--- config.mk ---
export PLATFORM = sky130hd
export DESIGN_NAME = lhrt_core
export DESIGN_NICKNAME = d
export VERILOG_FILES = /design/src/lhrt_pkg.sv /design/src/lhrt_core.sv
export SDC_FILE = /design/constraint.sdc
export NUM_CORES = 1
export LEC_CHECK = 0
export BUFFER_PORTS_ARGS = -buffer_cell sky130_fd_sc_hd__buf_4
export CORE_MARGIN = 2
export CORE_UTILIZATION = 50
export CTS_CLUSTER_DIAMETER = 100
export DETAILED_ROUTE_END_ITERATION = 8
export PLACE_DENSITY = 0.66
export SYNTH_ARGS = -nofsm -noshare
export SYNTH_HDL_FRONTEND = slang
export SYNTH_SLANG_ARGS = --single-unit
--- constraint.sdc ---
create_clock -name clk -period 29.2 [get_ports clk]
set_clock_uncertainty 0.05 [all_clocks]
set_input_delay 5.84 -clock clk [delete_from_list [all_inputs] [get_ports clk]]
set_output_delay 5.84 -clock clk [all_outputs]
set_load 0.02 [all_outputs]
--- src/lhrt_pkg.sv ---
// Constants, types and helpers for the LIN header and role timing block.
// Assumes a single 25 MHz clock domain and a word-addressed Avalon-MM bus.

package lhrt_pkg;

  // ----------------------------------------
  // Clock and time
  // ----------------------------------------
  localparam int CLK_HZ = 25_000_000;
  localparam int MS_CYCLES_DEF = CLK_HZ / 1000;
  localparam real P2_DEF_S = 0.05;
  localparam real ST_DEF_S = 0.0;
  localparam logic [15:0] P2_RST = 16'(int'(P2_DEF_S * 1000.0));
  localparam logic [15:0] ST_RST = 16'(int'(ST_DEF_S * 1000.0));
  localparam int BAUD_DEF = 19200;
  localparam logic [15:0] DIV_RST = 16'(CLK_HZ / BAUD_DEF);
  localparam logic [15:0] DIV_9600 = 16'(CLK_HZ / 9600);

  // ----------------------------------------
  // Header timing
  // ----------------------------------------
  localparam logic [5:0] BRK_MIN = 6'h0a;
  localparam logic [5:0] BRK_MAX = 6'h24;
  localparam logic [5:0] BRK_LOW_MAX = 6'h0e;
  localparam logic [5:0] BRK_RST = 6'h0d;
  localparam logic [3:0] DLM_RST = 4'h0;
  localparam int BUILTIN_DIV = 9;
  localparam int SLV_BRK_MIN = 11;
  localparam logic [7:0] SYNC_BYTE = 8'h55;
  localparam logic [3:0] LAST_BIT = 4'h9;
  localparam logic [3:0] RX_LAST = 4'h7;

  // ----------------------------------------
  // Register byte offsets
  // ----------------------------------------
  localparam logic [5:0] OFS_CTRL = 6'h00;
  localparam logic [5:0] OFS_BRK = 6'h04;
  localparam logic [5:0] OFS_DLM = 6'h08;
  localparam logic [5:0] OFS_P2 = 6'h0c;
  localparam logic [5:0] OFS_ST = 6'h10;
  localparam logic [5:0] OFS_SCHED = 6'h14;
  localparam logic [5:0] OFS_RESP = 6'h18;
  localparam logic [5:0] OFS_DIV = 6'h1c;
  localparam logic [5:0] OFS_STAT = 6'h20;
  localparam logic [5:0] OFS_CLR = 6'h24;
  localparam logic [5:0] OFS_IEN = 6'h28;
  localparam logic [5:0] OFS_STATE = 6'h2c;

  // Status bit positions
  localparam int SB_HDR = 0;
  localparam int SB_MATCH = 1;
  localparam int SB_ERR = 2;

  // ----------------------------------------
  // Types
  // ----------------------------------------
  typedef enum logic [3:0] {
    T_IDLE = 4'h1, T_BRK = 4'h2, T_DLM = 4'h4, T_BYTE = 4'h8
  } lhrt_tx_t;

  typedef enum logic [4:0] {
    R_IDLE = 5'h01, R_BRK = 5'h02, R_WAIT = 5'h04,
    R_BYTE = 5'h08, R_STOP = 5'h10
  } lhrt_rx_t;

  typedef struct packed {
    logic read;
    logic write;
    logic [3:0] address;
    logic [31:0] writedata;
  } lhrt_av_req_t;

  typedef struct packed {
    logic [31:0] readdata;
    logic waitrequest;
  } lhrt_av_rsp_t;

  // ----------------------------------------
  // Helpers
  // ----------------------------------------
  function automatic logic [3:0] dlm_max(input logic [5:0] b);
    case (b)
      6'h0a: dlm_max = 4'h8;
      6'h0b: dlm_max = 4'h7;
      6'h0c: dlm_max = 4'h6;
      6'h0d: dlm_max = 4'h5;
      6'h0e: dlm_max = 4'h4;
      6'h0f: dlm_max = 4'h2;
      6'h10: dlm_max = 4'h1;
      default: dlm_max = 4'h0;
    endcase
  endfunction : dlm_max

  // Slow links keep the break short so bus hold times are not violated
  function automatic logic [5:0] brk_lim(input logic [15:0] d);
    brk_lim = (d > DIV_9600) ? BRK_LOW_MAX : BRK_MAX;
  endfunction : brk_lim

  function automatic logic [7:0] pid(input logic [5:0] id);
    logic p0;
    logic p1;
    p0 = id[0] ^ id[1] ^ id[2] ^ id[4];
    p1 = ~(id[1] ^ id[3] ^ id[4] ^ id[5]);
    pid = {p1, p0, id};
  endfunction : pid

endpackage : lhrt_pkg

--- src/lhrt_core.sv ---
// LIN header generator, role control and diagnostic gap timing.
// Assumes lin_rx is asynchronous, diag strobes come from same-clock logic.
//
// Added by the designer: the address map and the Avalon-MM interface to the registers.

// Operation
// - Programmable extra delimiter after break, default 0
// - Built-in delimiter lasts break_len/9 bit times
// - Extra delimiter maximum follows break length table
// - Break length 10 to 36, reset 13
// - Below 9600 baud break limit is 14
// - Break length used only in master role
// - Slave waits request-to-response time, default 50 ms
// - Request-to-response write in master is rejected
// - Slave keeps gap between diagnostic response frames
// - Master keeps gap between diagnostic request frames
// - Role bit, reset slave, change only stopped
// - Master sends headers, one node answers each
// - Slave answers only matching remote headers
// - Schedule request forces master role unless running as slave (then refused)
// - Role decides who sends headers and who answers them
module lhrt_core #(
  parameter int MS_CYCLES = lhrt_pkg::MS_CYCLES_DEF
) (
  input wire logic clk,
  input wire logic reset,
  input wire lhrt_pkg::lhrt_av_req_t av_req,
  output lhrt_pkg::lhrt_av_rsp_t av_rsp,
  input wire logic lin_rx,
  output logic lin_tx,
  input wire logic diag_req_rx_done,
  input wire logic diag_frame_tx_done,
  output logic resp_go,
  output logic irq
);

  // ----------------------------------------
  // State
  // ----------------------------------------
  typedef struct packed {
    lhrt_pkg::lhrt_tx_t tx_state;
    logic [23:0] tcnt;
    logic [3:0] tbit;
    logic tbyte;
    logic [9:0] tsh;
    logic lin_tx;
    lhrt_pkg::lhrt_rx_t rx_state;
    logic rx_s1;
    logic rx_s2;
    logic [23:0] rcnt;
    logic [3:0] rbit;
    logic rbyte;
    logic [7:0] rsh;
    logic rsync_ok;
    logic run;
    logic master;
    logic sched_act;
    logic hdr_pend;
    logic [5:0] hdr_id;
    logic hdr_diag;
    logic [5:0] brk;
    logic [3:0] dlm;
    logic [15:0] p2;
    logic [15:0] stg;
    logic [5:0] resp_id;
    logic [15:0] div;
    logic [2:0] stat;
    logic [2:0] ien;
    logic irq;
    logic [15:0] mscnt;
    logic [16:0] p2_left;
    logic [16:0] st_left;
    logic resp_go;
    logic waitreq;
    logic [31:0] rdata;
  } lhrt_st_t;

  localparam logic [15:0] MS_LAST = 16'(MS_CYCLES - 1);

  lhrt_st_t s_r;
  lhrt_st_t s_nxt;
  logic wr;
  logic rd;
  logic [5:0] ba;
  logic [31:0] wd;
  logic [2:0] set_v;
  logic [2:0] clr_v;
  logic tick;
  logic gap_ok;
  logic [23:0] dv;
  logic [5:0] nb;
  logic [3:0] nd;
  logic [7:0] rbyte_v;

  assign av_rsp.readdata = s_r.rdata;
  assign av_rsp.waitrequest = s_r.waitreq;
  assign lin_tx = s_r.lin_tx;
  assign resp_go = s_r.resp_go;
  assign irq = s_r.irq;

  always_comb begin
    s_nxt = s_r;
    wr = av_req.write && !s_r.waitreq;
    rd = av_req.read && s_r.waitreq;
    ba = {av_req.address, 2'b00};
    wd = av_req.writedata;
    set_v = 3'h0;
    clr_v = 3'h0;
    dv = 24'(s_r.div);
    nb = wd[5:0];
    nd = wd[3:0];
    rbyte_v = {s_r.rx_s2, s_r.rsh[7:1]};
    s_nxt.resp_go = 1'b0;
    s_nxt.rx_s1 = lin_rx;
    s_nxt.rx_s2 = s_r.rx_s1;

    // ----------------------------------------
    // Millisecond base and gap timers
    // ----------------------------------------
    tick = (s_r.mscnt == MS_LAST);
    s_nxt.mscnt = tick ? 16'h0 : s_r.mscnt + 16'h1;
    // One extra ms is loaded so a partial first tick never shortens a gap
    if (tick && s_r.p2_left != 17'h0) begin
      s_nxt.p2_left = s_r.p2_left - 17'h1;
    end
    if (tick && s_r.st_left != 17'h0) begin
      s_nxt.st_left = s_r.st_left - 17'h1;
    end
    if (diag_req_rx_done) begin
      s_nxt.p2_left = (s_r.p2 == 16'h0) ? 17'h0 : {1'b0, s_r.p2} + 17'h1;
    end
    if (diag_frame_tx_done) begin
      s_nxt.st_left = (s_r.stg == 16'h0) ? 17'h0 : {1'b0, s_r.stg} + 17'h1;
    end
    gap_ok = (s_r.st_left == 17'h0);

    // ----------------------------------------
    // Header transmitter
    // ----------------------------------------
    case (s_r.tx_state)
      lhrt_pkg::T_IDLE: begin
        s_nxt.lin_tx = 1'b1;
        // diagnostic request header waits for gap
        if (s_r.run && s_r.master && s_r.hdr_pend && (!s_r.hdr_diag || gap_ok)) begin
          s_nxt.tcnt = 24'(s_r.brk) * dv - 24'h1;
          s_nxt.lin_tx = 1'b0;
          s_nxt.hdr_pend = 1'b0;
          s_nxt.tx_state = lhrt_pkg::T_BRK;
        end
      end
      lhrt_pkg::T_BRK: begin
        if (s_r.tcnt == 24'h0) begin
          s_nxt.lin_tx = 1'b1;
          s_nxt.tcnt = (24'(s_r.brk) * dv) / 24'(lhrt_pkg::BUILTIN_DIV)
                       + 24'(s_r.dlm) * dv - 24'h1;
          s_nxt.tx_state = lhrt_pkg::T_DLM;
        end else begin
          s_nxt.tcnt = s_r.tcnt - 24'h1;
        end
      end
      lhrt_pkg::T_DLM: begin
        if (s_r.tcnt == 24'h0) begin
          s_nxt.tsh = {1'b1, lhrt_pkg::SYNC_BYTE, 1'b0};
          s_nxt.lin_tx = 1'b0;
          s_nxt.tcnt = dv - 24'h1;
          s_nxt.tbit = 4'h0;
          s_nxt.tbyte = 1'b0;
          s_nxt.tx_state = lhrt_pkg::T_BYTE;
        end else begin
          s_nxt.tcnt = s_r.tcnt - 24'h1;
        end
      end
      lhrt_pkg::T_BYTE: begin
        if (s_r.tcnt != 24'h0) begin
          s_nxt.tcnt = s_r.tcnt - 24'h1;
        end else if (s_r.tbit != lhrt_pkg::LAST_BIT) begin
          s_nxt.tsh = {1'b1, s_r.tsh[9:1]};
          s_nxt.lin_tx = s_r.tsh[1];
          s_nxt.tbit = s_r.tbit + 4'h1;
          s_nxt.tcnt = dv - 24'h1;
        end else if (!s_r.tbyte) begin
          s_nxt.tsh = {1'b1, lhrt_pkg::pid(s_r.hdr_id), 1'b0};
          s_nxt.lin_tx = 1'b0;
          s_nxt.tbit = 4'h0;
          s_nxt.tbyte = 1'b1;
          s_nxt.tcnt = dv - 24'h1;
        end else begin
          set_v[lhrt_pkg::SB_HDR] = 1'b1;
          s_nxt.tx_state = lhrt_pkg::T_IDLE;
        end
      end
      default: begin
        s_nxt.lin_tx = 1'b1;
        s_nxt.tx_state = lhrt_pkg::T_IDLE;
      end
    endcase

    // ----------------------------------------
    // Header receiver, slave role
    // ----------------------------------------
    case (s_r.rx_state)
      lhrt_pkg::R_IDLE: begin
        if (s_r.run && !s_r.master && !s_r.rx_s2) begin
          s_nxt.rcnt = 24'h0;
          s_nxt.rx_state = lhrt_pkg::R_BRK;
        end
      end
      lhrt_pkg::R_BRK: begin
        if (!s_r.rx_s2) begin
          if (s_r.rcnt != 24'hff_ffff) begin
            s_nxt.rcnt = s_r.rcnt + 24'h1;
          end
        end else if (s_r.rcnt >= 24'(lhrt_pkg::SLV_BRK_MIN) * dv) begin
          s_nxt.rbyte = 1'b0;
          s_nxt.rx_state = lhrt_pkg::R_WAIT;
        end else begin
          s_nxt.rx_state = lhrt_pkg::R_IDLE;
        end
      end
      lhrt_pkg::R_WAIT: begin
        if (!s_r.rx_s2) begin
          // Sample mid-bit: one and a half bits after the start edge
          s_nxt.rcnt = dv + (dv >> 1) - 24'h1;
          s_nxt.rbit = 4'h0;
          s_nxt.rx_state = lhrt_pkg::R_BYTE;
        end
      end
      lhrt_pkg::R_BYTE: begin
        if (s_r.rcnt != 24'h0) begin
          s_nxt.rcnt = s_r.rcnt - 24'h1;
        end else begin
          s_nxt.rsh = rbyte_v;
          s_nxt.rbit = s_r.rbit + 4'h1;
          s_nxt.rcnt = dv - 24'h1;
          if (s_r.rbit == lhrt_pkg::RX_LAST) begin
            s_nxt.rx_state = lhrt_pkg::R_STOP;
          end
        end
      end
      lhrt_pkg::R_STOP: begin
        if (s_r.rcnt != 24'h0) begin
          s_nxt.rcnt = s_r.rcnt - 24'h1;
        end else if (!s_r.rbyte) begin
          s_nxt.rsync_ok = (s_r.rsh == lhrt_pkg::SYNC_BYTE) && s_r.rx_s2;
          s_nxt.rbyte = 1'b1;
          s_nxt.rx_state = lhrt_pkg::R_WAIT;
        end else begin
          // answer only own identifier
          // A role switch during reception must not release a response
          if (s_r.rsync_ok && s_r.rx_s2 && !s_r.master && s_r.rsh == lhrt_pkg::pid(s_r.resp_id)) begin
            set_v[lhrt_pkg::SB_MATCH] = 1'b1;
            // response released only if both gaps have already expired
            s_nxt.resp_go = (s_r.p2_left == 17'h0) && gap_ok;
          end
          s_nxt.rx_state = lhrt_pkg::R_IDLE;
        end
      end
      default: begin
        s_nxt.rx_state = lhrt_pkg::R_IDLE;
      end
    endcase

    // ----------------------------------------
    // Register writes
    // ----------------------------------------
    if (wr) begin
      case (ba)
        lhrt_pkg::OFS_CTRL: begin
          s_nxt.run = wd[0];
          if (!s_r.run && s_r.tx_state == lhrt_pkg::T_IDLE) begin
            s_nxt.master = wd[1];
          end else if (wd[1] != s_r.master) begin
            set_v[lhrt_pkg::SB_ERR] = 1'b1;
          end
          if (!wd[0]) begin
            s_nxt.sched_act = 1'b0;
            s_nxt.hdr_pend = 1'b0;
          end
        end
        lhrt_pkg::OFS_BRK: begin
          // low rates shrink the upper limit
          // Upper bits are checked so a large value is not aliased into range
          if (wd[31:6] == 26'h0 && nb >= lhrt_pkg::BRK_MIN && nb <= lhrt_pkg::brk_lim(s_r.div)
              && s_r.dlm <= lhrt_pkg::dlm_max(nb)) begin
            s_nxt.brk = nb;
          end else begin
            set_v[lhrt_pkg::SB_ERR] = 1'b1;
          end
        end
        lhrt_pkg::OFS_DLM: begin
          if (wd[31:4] == 28'h0 && nd <= lhrt_pkg::dlm_max(s_r.brk)) begin
            s_nxt.dlm = nd;
          end else begin
            set_v[lhrt_pkg::SB_ERR] = 1'b1;
          end
        end
        lhrt_pkg::OFS_P2: begin
          if (s_r.master) begin
            set_v[lhrt_pkg::SB_ERR] = 1'b1;
          end else begin
            s_nxt.p2 = wd[15:0];
          end
        end
        lhrt_pkg::OFS_ST: s_nxt.stg = wd[15:0];
        lhrt_pkg::OFS_SCHED: begin
          if (s_r.run && !s_r.master) begin
            set_v[lhrt_pkg::SB_ERR] = 1'b1;
          end else begin
            s_nxt.master = 1'b1;
            s_nxt.run = 1'b1;
            s_nxt.sched_act = 1'b1;
            s_nxt.hdr_pend = 1'b1;
            s_nxt.hdr_id = wd[5:0];
            s_nxt.hdr_diag = wd[8];
          end
        end
        lhrt_pkg::OFS_RESP: s_nxt.resp_id = wd[5:0];
        lhrt_pkg::OFS_DIV: begin
          if (wd[15:0] == 16'h0) begin
            set_v[lhrt_pkg::SB_ERR] = 1'b1;
          end else begin
            s_nxt.div = wd[15:0];
          end
        end
        lhrt_pkg::OFS_CLR: clr_v = wd[2:0];
        lhrt_pkg::OFS_IEN: s_nxt.ien = wd[2:0];
        default: begin
        end
      endcase
    end

    // ----------------------------------------
    // Status, interrupt and bus answer
    // ----------------------------------------
    // A set in the clearing cycle survives
    s_nxt.stat = (s_r.stat & ~clr_v) | set_v;
    s_nxt.irq = |(s_nxt.stat & s_nxt.ien);
    s_nxt.waitreq = !((av_req.read || av_req.write) && s_r.waitreq);
    if (rd) begin
      case (ba)
        lhrt_pkg::OFS_CTRL: s_nxt.rdata = {29'h0, s_r.sched_act, s_r.master, s_r.run};
        lhrt_pkg::OFS_BRK: s_nxt.rdata = {26'h0, s_r.brk};
        lhrt_pkg::OFS_DLM: s_nxt.rdata = {28'h0, s_r.dlm};
        lhrt_pkg::OFS_P2: s_nxt.rdata = {16'h0, s_r.p2};
        lhrt_pkg::OFS_ST: s_nxt.rdata = {16'h0, s_r.stg};
        lhrt_pkg::OFS_SCHED: s_nxt.rdata = {23'h0, s_r.hdr_diag, 2'b00, s_r.hdr_id};
        lhrt_pkg::OFS_RESP: s_nxt.rdata = {26'h0, s_r.resp_id};
        lhrt_pkg::OFS_DIV: s_nxt.rdata = {16'h0, s_r.div};
        lhrt_pkg::OFS_STAT: s_nxt.rdata = {29'h0, s_r.stat};
        lhrt_pkg::OFS_IEN: s_nxt.rdata = {29'h0, s_r.ien};
        lhrt_pkg::OFS_STATE: s_nxt.rdata = {15'h0, s_r.hdr_pend, 3'h0, s_r.rx_state, 4'h0, s_r.tx_state};
        default: s_nxt.rdata = 32'h0;
      endcase
    end
  end

  always_ff @(posedge clk or posedge reset) begin
    if (reset) begin
      s_r <= '0;
      s_r.tx_state <= lhrt_pkg::T_IDLE;
      s_r.rx_state <= lhrt_pkg::R_IDLE;
      s_r.lin_tx <= 1'b1;
      s_r.rx_s1 <= 1'b1;
      s_r.rx_s2 <= 1'b1;
      s_r.tsh <= 10'h3ff;
      s_r.brk <= lhrt_pkg::BRK_RST;
      s_r.dlm <= lhrt_pkg::DLM_RST;
      s_r.p2 <= lhrt_pkg::P2_RST;
      s_r.stg <= lhrt_pkg::ST_RST;
      s_r.div <= lhrt_pkg::DIV_RST;
      s_r.waitreq <= 1'b1;
    end else begin
      s_r <= s_nxt;
    end
  end

  // ----------------------------------------
  // Checks
  // ----------------------------------------
  brk_range_a : assert property (
    @(posedge clk) disable iff (reset)
    s_r.brk >= lhrt_pkg::BRK_MIN && s_r.brk <= lhrt_pkg::BRK_MAX)
    else $error("break length out of range");

  dlm_limit_a : assert property (
    @(posedge clk) disable iff (reset)
    s_r.dlm <= lhrt_pkg::dlm_max(s_r.brk))
    else $error("extra delimiter above maximum");

  dlm_len_a : assert property (
    @(posedge clk) disable iff (reset)
    s_r.tx_state == lhrt_pkg::T_BRK && s_r.tcnt == 24'h0 |=>
    s_r.tcnt == (24'($past(s_r.brk)) * 24'($past(s_r.div))) / 24'(lhrt_pkg::BUILTIN_DIV)
                + 24'($past(s_r.dlm)) * 24'($past(s_r.div)) - 24'h1 && s_r.lin_tx)
    else $error("delimiter length wrong");

  role_hold_a : assert property (
    @(posedge clk) disable iff (reset)
    $past(s_r.run) |-> $stable(s_r.master))
    else $error("role changed while running");

  sched_mst_a : assert property (
    @(posedge clk) disable iff (reset)
    wr && ba == lhrt_pkg::OFS_SCHED && !s_r.run |=> s_r.master && s_r.hdr_pend)
    else $error("schedule did not force master");

  p2_reject_a : assert property (
    @(posedge clk) disable iff (reset)
    wr && ba == lhrt_pkg::OFS_P2 && s_r.master |=>
    $stable(s_r.p2) && s_r.stat[lhrt_pkg::SB_ERR])
    else $error("master wrote request-to-response time");

  slave_quiet_a : assert property (
    @(posedge clk) disable iff (reset)
    s_r.tx_state != lhrt_pkg::T_IDLE |-> s_r.master)
    else $error("header sent in slave role");

  req_gap_a : assert property (
    @(posedge clk) disable iff (reset)
    s_r.tx_state == lhrt_pkg::T_IDLE && s_nxt.tx_state == lhrt_pkg::T_BRK && s_r.hdr_diag
    |-> s_r.st_left == 17'h0)
    else $error("request frame gap not kept");

  resp_wait_a : assert property (
    @(posedge clk) disable iff (reset)
    s_r.resp_go |-> $past(s_r.p2_left) == 17'h0 && !$past(s_r.master))
    else $error("response before request-to-response time");

  brk_low_a : assert property (
    @(posedge clk) disable iff (reset)
    $rose(s_r.tx_state == lhrt_pkg::T_BRK) |-> !s_r.lin_tx [*2])
    else $error("break not driven low");

endmodule : lhrt_core

======== Yosys cells after proc, flatten, opt, wreduce, memory -nomap -nowiden ========
Cells that the tools add are included.
W data, S select, Z words.
storage, ports and cells
  word-level logic and storage cells ...... 318
  output and inout bits ................... 36
  bits of input ports ..................... 43
  register bits after elaboration ......... 255
operators by class
  eq/ne operators ......................... 62
  bitwise gates (word level) .............. 23
  muxes and demuxes ....................... 101
  divide/modulo/power cells ............... 1
  magnitude comparators ................... 6
  multiply operators ...................... 3
  reduce and logical (&&, ||, !) cells .... 71
  add/sub/neg operators ................... 16
operator list
  cell                     number
  $mux W24                 8
  $pmux W17 S11            1
  $mux W16                 8
  $pmux W24 S5             1
  $mux W17                 6
  $pmux W24 S4             1
  $mux W28                 3
  $eq A6 B4 Y1 const B     12
  $mux W72                 1
  $sub A24 B1 Y24 const B  3
  $pmux W4 S7              2
  $logic_not A16 Y1        3
  $mux W4                  12
  $reduce_bool A24 Y1      2
  $mux W40                 1
  $ne A2 B2 Y1 const B     19
  $add A16 B1 Y17 const B  2
  $logic_not A17 Y1        2
  $reduce_bool A17 Y1      2
  $sub A17 B1 Y17 const B  2
  $mux W5                  6
  $pmux W15 S2             1
  $mux W1                  29
  $logic_not A28 Y1        1
  64 further kinds         155

======== Longest topological paths before layout ========
Gate-level depths: netlist (run 1).
  depth in word-level cells ............... 13
  depth in mapped cells ................... 82
  depth with buffers taken out ............ 77

======== Worst setup path before layout (run 1) ========
No wires, ideal clock.
  path type ............................... flip-flop to flip-flop
  from .................................... register s_r, in the netlist dv[2]
  to ...................................... register s_r[248] (netlist bit)
  cell stages (with the launch flop) ...... 74
  period minus slack after synthesis ...... 17371 ps
  library setup time ...................... 82 ps
  buffers on the path ..................... 3
  required time ........................... 29068 ps
  path slack .............................. 11829 ps
  data arrival time ....................... 17239 ps
  cell sequence ........................... dfstp_2 clkbuf_1 and2_1 fa_1 fa_1 inv_1 fa_1 inv_1 ha_1 buf_6 a21o_1 a31o_1 o21a_2 o41ai_4 or2_1 buf_4 nor3_1 nor4_1 (+38 left out) a21oi_1 nor2b_1 o21a_1 o21ai_0 nand2b_1 a21oi_1 nor2b_1 o21a_1 o21a_1 nor2_1 nor2_1 o21a_1 o21a_1 nor3_1 nand2b_1 o21ai_0 a22o_1 a31oi_1
between the ends
  longest elaborated chain between the ends .. 6
  elaborated cells on any way between the ends .. 14
  classes of those cells .................. add/sub: 4; mul: 2; div: 1; mux: 7
RTL lines
  item                      line                                RTL
  start: declaration        lhrt_core.sv:80                     lhrt_st_t s_r;
  start signal: assignment  lhrt_core.sv:373                    s_r <= s_nxt;
  $mul A6 B16 Y22           lhrt_core.sv:145, lhrt_core.sv:154
  $div A22 B4 Y24           lhrt_core.sv:154                    s_nxt.tcnt = (24'(s_r.brk) * dv) / 24'(lhrt_pkg::BUILTIN_DIV)
  $add A24 B20 Y24          lhrt_core.sv:155                    + 24'(s_r.dlm) * dv - 24'h1;
  $sub A24 B1 Y24           lhrt_core.sv:155
  $mux W24                  lhrt_core.sv:152                    if (s_r.tcnt == 24'h0) begin
  $pmux W24 S4 *            lhrt_core.sv:140                    case (s_r.tx_state)
Mark *: on every way between the ends. The rest lies on a longest branch, timed or not. The select of a mux whose other input is x is not followed.
A chain may end at the register's enable or synchronous reset.

======== Worst setup path in the final report (run 1) ========
  from .................................... register s_r[150] (netlist bit)
  to ...................................... register s_r[248] (netlist bit)
between the ends
  longest elaborated chain between the ends .. 6
  elaborated cells on any way between the ends .. 8
  classes of those cells .................. add/sub: 3; mul: 1; div: 1; mux: 3
RTL lines
  item               line
  $mul A6 B16 Y22 *  lhrt_core.sv:145, lhrt_core.sv:154
  $div A22 B4 Y24    lhrt_core.sv:154
  $add A24 B20 Y24   lhrt_core.sv:155
  $sub A24 B1 Y24    lhrt_core.sv:155
  $mux W24           lhrt_core.sv:152
  $pmux W24 S4 *     lhrt_core.sv:140
Marks and branches as above.

==> results of run 1 <==
state kept, by name, summed over array words and instances, names as in the netlist:
register / cells
dv: 16
s_nxt: 1
s_r: 192
av_rsp: 18
rbyte_v: 8
lin_tx: 1
irq: 1
resp_go: 1
critical path: cells and delay by family (launching register included):
family,cells,cell delay [ps]
DFF,1,820
muxes,1,430
buffers and inverters,2,120
and+or+nand+nor,21,4790
AOI/OAI and AO/OA,36,10520
adders and majority gates,8,3280
worst paths after layout:
| check | from | to | slack (ps) |
|---|---|---|---|
| setup / recovery | s_r[150] | s_r[248] | 9060 |
| max in group asynchronous | reset | s_r[236] | 22340 |
| setup reg to reg | s_r[150] | s_r[248] | 9060 |
| min in group asynchronous | reset | s_r[90] | 5370 |
| hold / removal | s_nxt[204] | rbyte_v[7] | 310 |
| hold reg to reg | s_nxt[204] | rbyte_v[7] | 310 |
metrics by stage:
step | worst slack [ps] | instance area, sq um | power, uW
6_report | 9059 | 28820 | 1415
4_1_cts | 9557 | 28820 | 1415
5_1_grt | 7851 | 28820 | 1507
3_3_place_gp | 10050 | 27820 | 1013
3_5_place_dp | 9568 | 27820 | 1029
2_1_floorplan | 11830 | 27070 | 858.4
area by class of cell:
type	count	area share (%)
Tap cell	696	3.021
Timing Repair Buffer	92	2.396
Inverter	304	3.985
Clock inverter	8	0.3777
Sequential cell	238	20.77
Clock buffer	46	3.086
Multi-Input combinational cell	2606	66.36
cells by family after synthesis:
family | count (synthesis) | synth area share [%]
AND/OR/NAND/NOR | 1153 | 21.35
AO/OA/AOI/OAI | 846 | 21.53
buffers and inverters | 487 | 7.289
adder cells (fa/ha/maj) | 320 | 18.15
flip-flops | 238 | 22.16
XOR/XNOR | 190 | 6.159
multiplexers | 82 | 3.344
other | 1 | 0.01388
placed cells by master (no fill, tap or decap), drive strengths merged, types with 34 or more instances in the layout:
cell type | netlist | layout
a21oi | 195 | 195
ha | 196 | 196
nor3 | 100 | 100
nand3 | 80 | 80
and2 | 117 | 117
buf | 47 | 92
xnor2 | 133 | 133
a221oi | 38 | 38
inv | 300 | 301
nor4 | 48 | 48
a211oi | 40 | 40
clkbuf | 136 | 46
a31oi | 53 | 53
and3 | 34 | 34
nand2b | 36 | 36
nand2 | 323 | 323
dfrtp | 213 | 213
fa | 121 | 121
a21o | 39 | 39
or3 | 39 | 39
nor2 | 244 | 244
o21ai | 203 | 203
xor2 | 57 | 57
mux2 | 66 | 66
routing by layer:
layer | wire length, um | up-vias | global-route usage (%)
met3 | 5960 | 163 | 4.407
met2 | 37670 | 991 | 46.68
met1 | 37010 | 12180 | 41.47
met5 | 10 | - | 0
met4 | 2251 | 2 | 7.768
li1 | - | 11600 | -
power by group through the flow:
stage | logic (uW) | registers (uW) | clock network (uW)
after floorplan | 423 | 436 | 0
after global placement | 539 | 474 | 0
after detailed placement | 553 | 476 | 0
after CTS | 556 | 471 | 387
after global routing | 626 | 482 | 399
final | 558 | 475 | 382
Yosys cell counts, types with 44 or more instances:
master,instances,area (sq um)
a21oi_1,195,975.9
a31oi_1,53,331.6
and2_1,116,725.7
clkbuf_1,136,510.5
dfrtp_1,213,5330
fa_1,121,2422
ha_1,196,2452
inv_1,300,1126
mux2_2,66,743.2
nand2_1,322,1209
nand3_1,80,400.4
nor2_1,242,908.4
nor3_1,97,485.5
nor4_1,44,275.3
o21ai_0,197,986.0
xnor2_1,133,1165
xor2_1,57,499.2
==> results by group, run 1 <==
Final layout
  • Area Growth Syn to Fin: 6.683%
  • Layout Nets: between 3000 and 4000
  • Antenna diode count: 0
  • Non-Filler Instances: around 4000
  • Share of cells above drive strength 1: a little under a tenth
  • Register area: around 6000 sq um
  • Core Util, Final: between 50% and 60%
  • Multi-input logic area: 19130 sq um
  • Fillers: ~5000

Pwr
  • Power Density: between 40 and 50 nW/um^2
  • Sw Ratio: between 40% and 50%
  • Power Internal: between 800 and 900 uW
  • Clk pwr share: 27.0%
  • Sequential share of power: about a third
  • Net switching power: a little under 600 uW
  • Gate power share: 39.4%
  • Peak supply drop: roughly 0.056 mV
  • Leak: roughly 0.013 uW

Setup path
  • Startpoint Class: flip-flop
  • Worst endpoint required time: a little under 30000 ps
  • Worst reg2reg path depth: 68
  • Critical Setup Path Class: reg2reg
  • CP endpoint kind: flip-flop
  • Critical Path AT: approximately 21000 ps
  • CP max FO: 23
  • Crit path largest cell delay: 1030 ps
  • Critical path's slowest cell: nor4_1

Floorplan
  • Die width: 236.5 um
  • Boundary Pins: 79
  • Die area: approximately 56000 sq um
  • Num rows: 85
  • Chip height: approximately 240 um
  • Starting Density: 50.40%
  • CORE AREA: ~54000 sq um

Place
  • RD Place Congestion: 0.9169
  • Port bufs: between 60 and 70
  • Detailed Place HPWL: between 60 and 70 mm
  • Placed Instances: around 3900

Routing
  • Vias per cell: around 6.2
  • Drt initial violations: 2588
  • Post-detailed-routing wire length: ~83 mm
  • # DRC: 0
  • Via count: ~25000
  • Antenna viol nets, final: 0
  • Wirelength per Cell: about 21 um
  • Drt first pass iters: 6

Clocking
  • H-tree depth: 1
  • Root Buffer: clkbuf_16
  • Post-CTS Setup Bufs: 0
  • TritonCTS clock tree: yes
  • Hold-fix buffers, CTS: 0
  • Total clock sinks: approximately 240
  • Clk pin slew, worst setup/hold paths: 60 ps
  • Clk buf depth: 3
  • Post_cts resized: 0
  • CTS Buf Count: 29
  • Clock Latency Late Sink: around 600 ps

Synth
  • Post-synthesis area per instance: slightly above 8 sq um
  • Post-Syn Area: ~27000 sq um
  • Synth async-reset ratio: 100.0%
  • Yosys Warn Count: 0
  • #FFs+latches synth: ~240
  • Post-synth cell types: about 120
  • Number of synthesized flops with an enable pin: 0
  • Register area share after synthesis: approximately 22%
  • Primary FF master, synth: dfrtp_1
  • Synthesized instance count: 3317

GRT
  • Vias in the first global route: around 24000
  • GRT Overall Usage: 29.26%
  • First-pass GRT wire length: 132.6 mm
  • Gr ovfl total: 0
  • Initial antenna violation count: 2
  • Largest net degree at the start of global routing: 110

STA
  • Worst hold slack: just over 300 ps
  • Max Fclk: 49.65 MHz
  • Part of the cycle the worst path needs: between 60% and 70%
  • Least-Margin Pin Slew: ~1300 ps
  • Final hold vios: 0
  • Post-layout minimum cycle time: about 20000 ps
  • RSZ-0062 raised after global routing: no
  • Slew headroom: between 10% and 20%
  • Final slew viol count: 0
  • Setup violators final: 0
  • Setup TNS: 0 ps

Hold path
  • Min-delay worst type: reg2reg
  • Hold depth: 0

Run
  • Max cap viols: 0

Status
  • Status: complete, no violations
No activity file was read; power rests on OpenSTA's default activity.
==> run 2, diff against run 1 <==
Clock period 29.2 ns to 19.7 ns, I/O delays scaled along.
==> run 2 against run 1 <==
Hold slack better by 2.3 ps. Die area stayed put. Register-to-register slack worse by 8100 ps.
==> results by group, run 2 (synthesized netlist as in run 1, its figures left out) <==
Final layout
  • Share of cells above drive strength 1: 11.37% (was 9.047%)
  • Commonest non-fill, non-tap cell in the layout: nand2_1 (unchanged)
  • Register area: 6016 sq um (was 5987 sq um)
  • Layout Nets: 3662 (was 3631)
  • Fillers: 5010 (was 4979)
  • Area Growth Syn to Fin: 9.295% (was 6.683%)
  • Multi-input logic area: 19450 sq um (was 19130 sq um)
  • Top reg by flops: s_r (unchanged)
  • Commonest non-fill, non-tap cells in the layout: 321 x nand2_1, 299 x inv_1, 239 x nor2_1 (was 322 x nand2_1, 299 x inv_1, 242 x nor2_1)
  • Max reg flops: 192 (unchanged)
  • Core Util, Final: 55.09% (was 53.77%)

Clocking
  • Clk buf depth: 3 (unchanged)
  • Total clock sinks: 238 (unchanged)
  • Clk pin slew, worst setup/hold paths: 60 ps (about the same)
  • Clock Latency Late Sink: 590 ps (was 600 ps)
  • Root Buffer: clkbuf_16 (unchanged)
  • TritonCTS clock tree: yes (unchanged)
  • Hold-fix buffers, CTS: 0 (unchanged)
  • CTS Buf Count: 30 (was 29)
  • H-tree depth: 1 (unchanged)

Place
  • Place WS: 129.1 ps (was 9568 ps)
  • Detailed Place HPWL: 63.34 mm (was 62.89 mm)
  • RD Place Congestion: 0.9286 (was 0.9169)
  • Port bufs: 63 (unchanged)

Status
  • Status: complete, no violations (unchanged)

STA
  • Final slew viol count: 0 (unchanged)
  • Final worst setup slack: 988.6 ps (was 9059 ps)
  • Setup violators final: 0 (unchanged)
  • Part of the cycle the worst path needs: 94.98% (was 68.98%)
  • Slew headroom: 19.06% (was 15.69%)
  • Max Fclk: 53.44 MHz (was 49.65 MHz)
  • Post-layout minimum cycle time: 18710 ps (was 20140 ps)
  • Final hold vios: 0 (unchanged)
  • Least-Margin Pin Slew: 1198 ps (was 1265 ps)

Routing
  • Via count: 25130 (was 24940)
  • Post-detailed-routing wire length: 83.88 mm (was 82.89 mm)
  • Antenna viol nets, final: 0 (unchanged)
  • Drt first pass iters: 5 (was 6)
  • Wirelength per Cell: 20.85 um (was 20.78 um)
  • Vias per cell: 6.245 (was 6.250)
  • # DRC: 0 (unchanged)
  • Drt initial violations: 2325 (was 2588)

Setup path
  • Worst endpoint required time: 20130 ps (was 29670 ps)
  • CP max FO: 21 (was 23)
  • Critical Path AT: 19140 ps (was 20610 ps)
  • Critical path's slowest cell: dfstp_4 (was nor4_1)
  • R2R Setup Slk: 990 ps (was 9060 ps)
  • Startpoint Class: flip-flop (unchanged)
  • CP endpoint kind: flip-flop (unchanged)
  • Crit path largest cell delay: 740 ps (was 1030 ps)
  • Critical Setup Path Class: reg2reg (unchanged)

Floorplan
  • Boundary Pins: 79 (unchanged)
  • Die width: 236.5 um (unchanged)
  • Die area: 55910 sq um (unchanged)
  • Starting Density: 50.40% (unchanged)
  • Num rows: 85 (unchanged)
  • CORE AREA: 53600 sq um (unchanged)
  • Chip height: 236.5 um (unchanged)

GRT
  • GRT Overall Usage: 29.40% (was 29.26%)
  • First-pass GRT wire length: 134.0 mm (was 132.6 mm)
  • Gr ovfl total: 0 (unchanged)
  • Initial antenna violation count: 1 (was 2)
  • Largest net degree at the start of global routing: 107 (was 110)
  • Vias in the first global route: 24230 (was 23760)

Pwr
  • Power Density: 73.12 nW/um^2 (was 49.10 nW/um^2)
  • Leak: 0.01351 uW (was 0.01325 uW)
  • Peak supply drop: 0.08985 mV (was 0.05597 mV)

Hold path
  • Min-delay worst type: reg2reg (unchanged)

Run
  • Max cap viols: 0 (unchanged)
## run 2: cell type report
cell class              instances  area share (%)
inverters                     304           3.890
flip-flops and latches        238           20.37
well taps                     696           2.949
repair buffers                122           3.114
diodes                          2         0.01695
clock inverters                19           1.008
multi-input cells            2606           65.86
clock buffers                  36           2.788
## run 2: critical path: cells and delay by family, from the launching register on
family	cells	cell delay [ps]
AOI/OAI and AO/OA	35	8390
buffers and inverters	4	510
DFF	1	740
muxes	3	930
adders and majority gates	9	3770
xor gates and xnor gates	1	140
and+or+nand+nor	17	4060
## run 2: per-layer routing
metal	global-route usage [%]	routed length, um	part of all wire [%]	vias to the layer above
met1	41.58	37220	44	12340
met2	47.62	38550	46	954
met3	3.626	5922	7.1	139
met4	7.729	2183	2.6	2
met5	0	13	0.015	-
li1	-	-	-	11690
## run 2: through the flow
step | std cells | total power, uW | hold WS (ps) | cell area [sq um] | setup TNS (ps)
floorplan | 3331 | 1272 | 295.2 | 27070 | 0
global placement | 3947 | 1503 | 303.7 | 27910 | 0
detailed placement | 3947 | 1524 | 299.9 | 27910 | 0
CTS | 4002 | 2158 | 312.5 | 29030 | 0
global route | 4021 | 2302 | 316.5 | 29520 | -104.2
finish | 4023 | 2159 | 310.1 | 29530 | 0
## run 2: path summary, 6_finish.rpt
check                      cells past startpoint        from         end
min                                            0  s_nxt[204]  rbyte_v[7]
max                                           69    s_r[152]    s_r[247]
min reg2reg                                    0  s_nxt[204]  rbyte_v[7]
max in group asynchronous                      3       reset    s_r[227]
max reg2reg                                   69    s_r[152]    s_r[247]
min in group asynchronous                      2       reset    s_r[163]
## run 2: power breakdown
| group | total [uW] | internal, uW | switching (uW) |
|---|---|---|---|
| Combinational | 832 | 334 | 498 |
| Clock | 625 | 390 | 236 |
| Sequential | 702 | 570 | 131 |
| Total | 2160 | 1290 | 865 |
## run 2: repair_timing
item | 4_1_cts | 5_1_grt
gates resized for setup | 0 | 74
endpoints found under the setup margin | 0 | 12
setup buffers | 0 | 19
